[config.mk]
export PLATFORM = sky130hd
export DESIGN_NAME = dac_serial_load_port
export DESIGN_NICKNAME = d
export VERILOG_FILES = /design/src/dac_serial_pkg.sv /design/src/dac_serial_load_port.sv
export SDC_FILE = /design/constraint.sdc
export NUM_CORES = 1
export LEC_CHECK = 0
export ABC_AREA = 1
export BUFFER_PORTS_ARGS = -buffer_cell sky130_fd_sc_hd__buf_2
export CAP_MARGIN = 20
export CORE_MARGIN = 1.5
export CORE_UTILIZATION = 41
export DETAILED_ROUTE_END_ITERATION = 6
export GPL_TIMING_DRIVEN = 0
export PLACE_DENSITY = 0.67
export SLEW_MARGIN = 15
export SYNTH_ARGS = -nofsm -noshare
export SYNTH_HDL_FRONTEND = slang
export SYNTH_SLANG_ARGS = --single-unit
[constraint.sdc]
create_clock -name sys_clk -period 3.1 [get_ports sys_clk]
set_input_delay 0.93 -clock sys_clk [delete_from_list [all_inputs] [get_ports sys_clk]]
set_output_delay 0.93 -clock sys_clk [all_outputs]
set_load 0.01 [all_outputs]
[src/dac_serial_pkg.sv]
// Constants and types shared by the serial load port of the DAC
package dac_serial_pkg;

  ////////////////////////////////////////////////////////////////////////////
  // Word format
  localparam int unsigned WORD_BITS = 16;
  localparam int unsigned COUNT_W   = 5;
  localparam logic [COUNT_W-1:0] COUNT_FULL = 5'h10;
  localparam logic [COUNT_W-1:0] COUNT_ZERO = 5'h00;
  localparam logic [COUNT_W-1:0] COUNT_ONE  = 5'h01;

  ////////////////////////////////////////////////////////////////////////////
  // Reset values
  localparam logic [WORD_BITS-1:0] DAC_RESET   = 16'h0000;
  localparam logic [WORD_BITS-1:0] SHIFT_RESET = 16'h0000;

  ////////////////////////////////////////////////////////////////////////////
  // Link timing, for reference by the bench
  localparam int unsigned SYS_CLK_PERIOD_NS   = 10;
  localparam int unsigned SHIFT_CLK_PERIOD_NS = 125;
  localparam int unsigned SHIFT_CLK_CYCLES    = SHIFT_CLK_PERIOD_NS / SYS_CLK_PERIOD_NS;

  ////////////////////////////////////////////////////////////////////////////
  // Types
  typedef enum logic [0:0] {
    LINK_IDLE  = 1'b0,
    LINK_FRAME = 1'b1
  } link_state_t;

  // Pins of the link as seen inside the block
  typedef struct packed {
    logic shift_clk;
    logic serial_in;
    logic host_frame_strobe_n;
    logic load_output_n;
  } link_pins_t;

  localparam link_pins_t PINS_IDLE = '{shift_clk: 1'b1, serial_in: 1'b0,
                                       host_frame_strobe_n: 1'b1, load_output_n: 1'b1};

  // Whole state of the port
  typedef struct packed {
    link_pins_t             meta;
    link_pins_t             sync;
    link_pins_t             prev;
    link_state_t            state;
    logic [WORD_BITS-1:0]   shift;
    logic [WORD_BITS-1:0]   dac;
    logic [COUNT_W-1:0]     bits;
    logic                   word_ready;
    logic                   update;
  } port_state_t;

  localparam port_state_t PORT_RESET = '{meta: PINS_IDLE, sync: PINS_IDLE, prev: PINS_IDLE,
                                         state: LINK_IDLE, shift: SHIFT_RESET, dac: DAC_RESET,
                                         bits: COUNT_ZERO, word_ready: 1'b0, update: 1'b0};

endpackage

[src/dac_serial_load_port.sv]
// Serial write and readback port of a 16-bit DAC
`timescale 1ns/1ns
`default_nettype none

module dac_serial_load_port
  import dac_serial_pkg::*;
(
  input  wire logic                 sys_clk,
  input  wire logic                 rst,
  input  wire logic                 shift_clk,
  input  wire logic                 serial_in,
  input  wire logic                 host_frame_strobe_n,
  input  wire logic                 load_output_n,
  output logic                      serial_out,
  output logic [WORD_BITS-1:0]      dac_value,
  output logic                      dac_update,
  output logic                      frame_active
);

  ////////////////////////////////////////////////////////////////////////////
  // State
  port_state_t          q;
  port_state_t          d;

  ////////////////////////////////////////////////////////////////////////////
  // Settled pin levels
  logic                 clk_now;
  logic                 clk_was;
  logic                 frame_now_n;
  logic                 frame_was_n;
  logic                 load_now_n;
  logic                 load_was_n;
  logic                 data_now;

  // Events on the link
  logic                 clk_fall;
  logic                 frame_start;
  logic                 frame_end;
  logic                 load_fall;
  logic                 load_low;

  // Frame and load decisions
  logic                 in_idle;
  logic                 in_frame;
  logic                 take_bit;
  logic                 strobe_load;

  // Shift path
  logic [WORD_BITS-1:0] shifted;
  logic [COUNT_W-1:0]   bits_next;
  logic                 bits_full;
  logic [COUNT_W-1:0]   bits_last;
  logic                 word_full;

  ////////////////////////////////////////////////////////////////////////////
  // Settled levels, current and one cycle older

  // Shift clock
  assign clk_now     = q.sync.shift_clk;
  assign clk_was     = q.prev.shift_clk;

  // Frame sync
  assign frame_now_n = q.sync.host_frame_strobe_n;
  assign frame_was_n = q.prev.host_frame_strobe_n;

  // Load strobe
  assign load_now_n  = q.sync.load_output_n;
  assign load_was_n  = q.prev.load_output_n;

  // Serial data, same latency as the clock
  assign data_now    = q.sync.serial_in;

  ////////////////////////////////////////////////////////////////////////////
  // Edge detection on synchronised pins

  // Shift clock fall takes a bit
  assign clk_fall    = clk_was & ~clk_now;
  // Frame sync fall opens a frame
  assign frame_start = frame_was_n & ~frame_now_n;
  // Frame sync rise closes it
  assign frame_end   = ~frame_was_n & frame_now_n;
  // Load strobe fall and level
  assign load_fall   = load_was_n & ~load_now_n;
  assign load_low    = ~load_now_n;

  // Where the port stands
  assign in_idle     = (q.state == LINK_IDLE);
  assign in_frame    = (q.state == LINK_FRAME);

  // Clock and data acted on only inside a frame
  assign take_bit    = in_frame & clk_fall;
  // Strobe acts only while idle with a whole word
  assign strobe_load = in_idle & load_fall & q.word_ready;

  ////////////////////////////////////////////////////////////////////////////
  // Shift toward the output end, new bit at the bottom
  assign shifted   = {q.shift[WORD_BITS-2:0], data_now};
  assign bits_full = (q.bits == COUNT_FULL);
  assign bits_next = bits_full ? COUNT_FULL : q.bits + COUNT_ONE;
  // Count as it stands once this cycle's bit is taken
  assign bits_last = take_bit ? bits_next : q.bits;
  assign word_full = (bits_last == COUNT_FULL);

  ////////////////////////////////////////////////////////////////////////////
  // Next state
  always_comb begin
    // First stage takes the pins
    d.meta.shift_clk           = shift_clk;
    d.meta.serial_in           = serial_in;
    d.meta.host_frame_strobe_n = host_frame_strobe_n;
    d.meta.load_output_n       = load_output_n;

    // Second stage settles them
    d.sync = q.meta;

    // Third stage keeps the older level for edges
    d.prev = q.sync;

    // Held unless a branch below moves it; update cleared unless a branch sets it
    d.state      = q.state;
    d.shift      = q.shift;
    d.dac        = q.dac;
    d.bits       = q.bits;
    d.word_ready = q.word_ready;
    d.update     = 1'b0;

    case (q.state)
      LINK_IDLE: begin
        // Clock and data ignored outside a frame
        if (frame_start) begin
          // Register contents preloaded for readback
          d.shift = q.dac;
          d.bits  = COUNT_ZERO;
          d.state = LINK_FRAME;
        end else if (strobe_load) begin
          // Strobe after a complete word loads it
          d.dac        = q.shift;
          d.word_ready = 1'b0;
          d.update     = 1'b1;
        end else begin
          d.state = LINK_IDLE;
        end
      end

      LINK_FRAME: begin
        // Frame held low by host while shifting
        if (take_bit) begin
          // Past sixteen edges, input reappears delayed
          d.shift = shifted;
          d.bits  = bits_next;
        end
        if (frame_end) begin
          d.state = LINK_IDLE;
          if (load_low && word_full) begin
            // Load tied low: update on frame rise
            d.dac        = d.shift;
            d.word_ready = 1'b0;
            d.update     = 1'b1;
          end else begin
            // Load high or word short: DAC left as it was
            d.word_ready = word_full;
          end
        end else begin
          d.state = LINK_FRAME;
        end
      end

      default: begin
        d.state = LINK_IDLE;
      end
    endcase
  end

  ////////////////////////////////////////////////////////////////////////////
  // Registers
  // Reset returns pins to idle levels, word and DAC to zero
  always_ff @(posedge sys_clk) begin
    if (rst) begin
      q <= PORT_RESET;
    end else begin
      q <= d;
    end
  end

  ////////////////////////////////////////////////////////////////////////////
  // Outputs

  // Readback and chain output
  assign serial_out   = q.shift[WORD_BITS-1];

  // Word the DAC converts
  assign dac_value    = q.dac;

  // One cycle pulse on each load
  assign dac_update   = q.update;

  // High while a frame is open
  assign frame_active = in_frame;

endmodule

`default_nettype wire

==> flow_summary.ini <==
[run_status]
status = finished, final reports clean

[hold_path]
min_to = load_now_n
hold_class = reg2reg
worstHoldPathCells = 1
hp-start = d[44]

[floorplanning]
die_area_mm2 = 0.00658
die_h_um = 81.1
die_w_um = 81.1
coreArea_mm2 = 0.00592
io_pins = 25
row_count = 28
floorplan.initialDensity = 0.423

[clock_network]
cts_resized = 0
clk_latency_ns = 0.31
clockRootBuffer = clkbuf_8
cts-htree-levels = 2
cts_buffer_depth = 2
clkSlewWorstSetupHoldPaths_ns = 0.10
cts_tree = done
cts_hold_buf = 0
post_cts_buffers = 0
cts_made_buffers = 5
cts.sinks = 51

[setup_path]
r2r_cells = 9
r2r_slack_ns = 1.13
critPathKind = reg2reg
critPathRequiredTime_ns = 3.31
reg2reg_to = dac_value[9]
cp.arrival_ns = 2.18
cp_max_fo = 10
worstSetupEndpointType = flip-flop
critPathLaunchType = flip-flop
r2r-start = q[2]

[routing]
route.vias.total = 2350
wl_um = 6040
drt_first_pass_iters = 4
drt.antenna.violating_nets = 0
drt-initial-drc-count = 209
wl_per_cell_um = 12.7
routed_via_density = 4.94
drc_errors = 0

[grt]
antenna_found_initial = 0
grt_pass1_wl_um = 10200
grt_max_degree = 17
grt_pass1_vias = 2088
grtUsageTotal = 0.202
grt_overflow = 0

[sta]
timing.setup.tns_ns = 0
fmax_mhz = 507
finalHoldViolCount = 0
finalSetupViolations = 0
tightest_slew_ns = 0.631
fin_worst_skew_ns = 0.00875
slew_violations = 0
period_needed_ns = 1.97
period_share = 0.636
relSlewSlack = 0.579
rsz0062_at_grt = no

[placement]
port_buffers = 24
place_congestion = 0.798
hpwlAfterDp_um = 4000
placed_area_mm2 = 0.00272

[yosys]
ys_top_cells_by_area = dfxtp_1 (41%), nand2_1 (16%), a21oi_1 (7.6%), o21ai_0 (6.0%), buf_4 (4.8%)
synth_flop_cell = dfxtp_1
yosysSeqAreaShare = 0.408
synth-edff-count = 0
synth_top_area_share = 0.408
synth_fp_nets = 377
synth_top_area_cell = dfxtp_1
synthCells = 369
ys_types = 22
synth_area_per_cell_um2 = 6.78
yosysWarnings = 0
ys_ff_latch = 51
synth_area_mm2 = 0.00250
synth-async-reset-ratio = 0

[pwr]
leakage_nw = 1.38
ir_drop_v = 0.000232
finalPower_mw = 1.34
p_per_area_mw_per_mm2 = 469

[job]
cap_violations = 0

[finish]
final_area_mm2 = 0.00285
fillers = 632
area_growth_pct = 14.0
diodes = 0
layout-drive-gt1-share = 0.175
layout.nets = 408
[worst max path at each step]
| stage | startpoint | end | slack (ns) | depth (start not counted) |
|---|---|---|---|---|
| finish | q[2] | dac_value[9] | 1.13 | 9 |
| global route | frame_active | dac_value[8] | 0.95 | 7 |
| CTS | q[2] | dac_value[11] | 1.10 | 9 |
| detailed placement | rst | q[36] | 1.05 | 5 |
| global placement | rst | serial_out | 1.08 | 5 |
| floorplan | q[2] | dac_value[10] | 1.39 | 9 |
[registers in the layout, summed over array words and instances (netlist names)]
| name | cells |
|---|---|
| load_was_n | 1 |
| frame_now_n | 1 |
| clk_now | 1 |
| dac_update | 1 |
| data_now | 1 |
| serial_out | 1 |
| dac_value | 16 |
| q | 21 |
| frame_was_n | 1 |
| load_now_n | 1 |
| frame_active | 1 |
| d | 4 |
| clk_was | 1 |
[logic make-up (layout without fill, tap and decap cells)]
family,count (synthesis),count (layout),synth area share
compound gates,73,73,0.146
fa+ha+maj,2,2,0.0100
buf+inv,71,103,0.142
flops,51,51,0.408
simple gates,172,172,0.293
[area by class of cell]
type | count | area [um2] | share of cell area
plain buffers | 37 | 228 | 0.0798
clock buffers | 5 | 68.8 | 0.0241
clock inverters | 3 | 67.6 | 0.0237
inverters | 34 | 128 | 0.0447
multi-input cells | 247 | 1130 | 0.395
flip-flops and latches | 51 | 1020 | 0.358
well taps | 75 | 93.8 | 0.0329
repair buffers | 24 | 120 | 0.0421
[metrics by stage]
step | worst slack [ns] | utilization | hold WS (ns) | instances
floorplan | 1.39 | - | 0.388 | 369
global placement | 1.08 | 0.459 | 0.392 | 468
detailed placement | 1.05 | 0.459 | 0.395 | 468
CTS | 1.10 | 0.482 | 0.420 | 476
global route | 0.952 | 0.482 | 0.431 | 476
finish | 1.13 | 0.482 | 0.418 | 476
[Yosys cell counts (5+ instances only)]
library cell,count
dfxtp_1,51
o21ai_0,30
inv_1,29
or2_2,7
buf_4,16
buf_2,5
nand2_1,106
a21oi_1,38
nand3_1,23
nor2_1,28
clkbuf_1,12
[power by group]
group | total [mW] | internal, mW | leakage, nW | switching (mW)
Combinational | 0.0934 | 0.0298 | 0.898 | 0.0636
Clock | 0.553 | 0.322 | 0.0644 | 0.231
Sequential | 0.691 | 0.677 | 0.415 | 0.0139
Total | 1.34 | 1.03 | 1.38 | 0.308
[worst max-delay path, stage by stage, from the launching register on]
cell	delay, ns
dfxtp_1	0.43
inv_1	0.09
ha_1	0.29
nand2_1	0.06
o21ai_0	0.10
nor2_1	0.25
nand4_4	0.18
buf_2	0.24
a21oi_1	0.17
nor2_1	0.06
[routing by layer]
metal / track usage / vias to the layer above / part of all wire
met1: 0.286 / 1051 / 0.47
met3: 0.0348 / 9 / 0.065
met2: 0.308 / 75 / 0.45
met4: 0.0759 / 0 / 0.015
li1: - / 1215 / -
met5: 0 / - / 0
[cell usage in the layout (no fill, tap or decap)]
| master | count |
|---|---|
| nand2_1 | 106 |
| nand3_1 | 23 |
| buf_4 | 16 |
| nor3_1 | 2 |
| bufinv_16 | 2 |
| clkbuf_8 | 5 |
| clkinvlp_4 | 1 |
| nand4_4 | 1 |
| clkinv_1 | 1 |
| dfxtp_1 | 51 |
| inv_1 | 29 |
| o21ai_0 | 30 |
| nand4_1 | 3 |
| buf_2 | 29 |
| o21ai_1 | 4 |
| or2_2 | 7 |
| ha_1 | 2 |
| buf_6 | 3 |
| inv_2 | 4 |
| a21oi_1 | 38 |
| nor2_4 | 2 |
| clkbuf_1 | 12 |
| a31oi_1 | 1 |
| nor2_1 | 28 |
| buf_1 | 1 |
(Power assumes the default switching activity.)
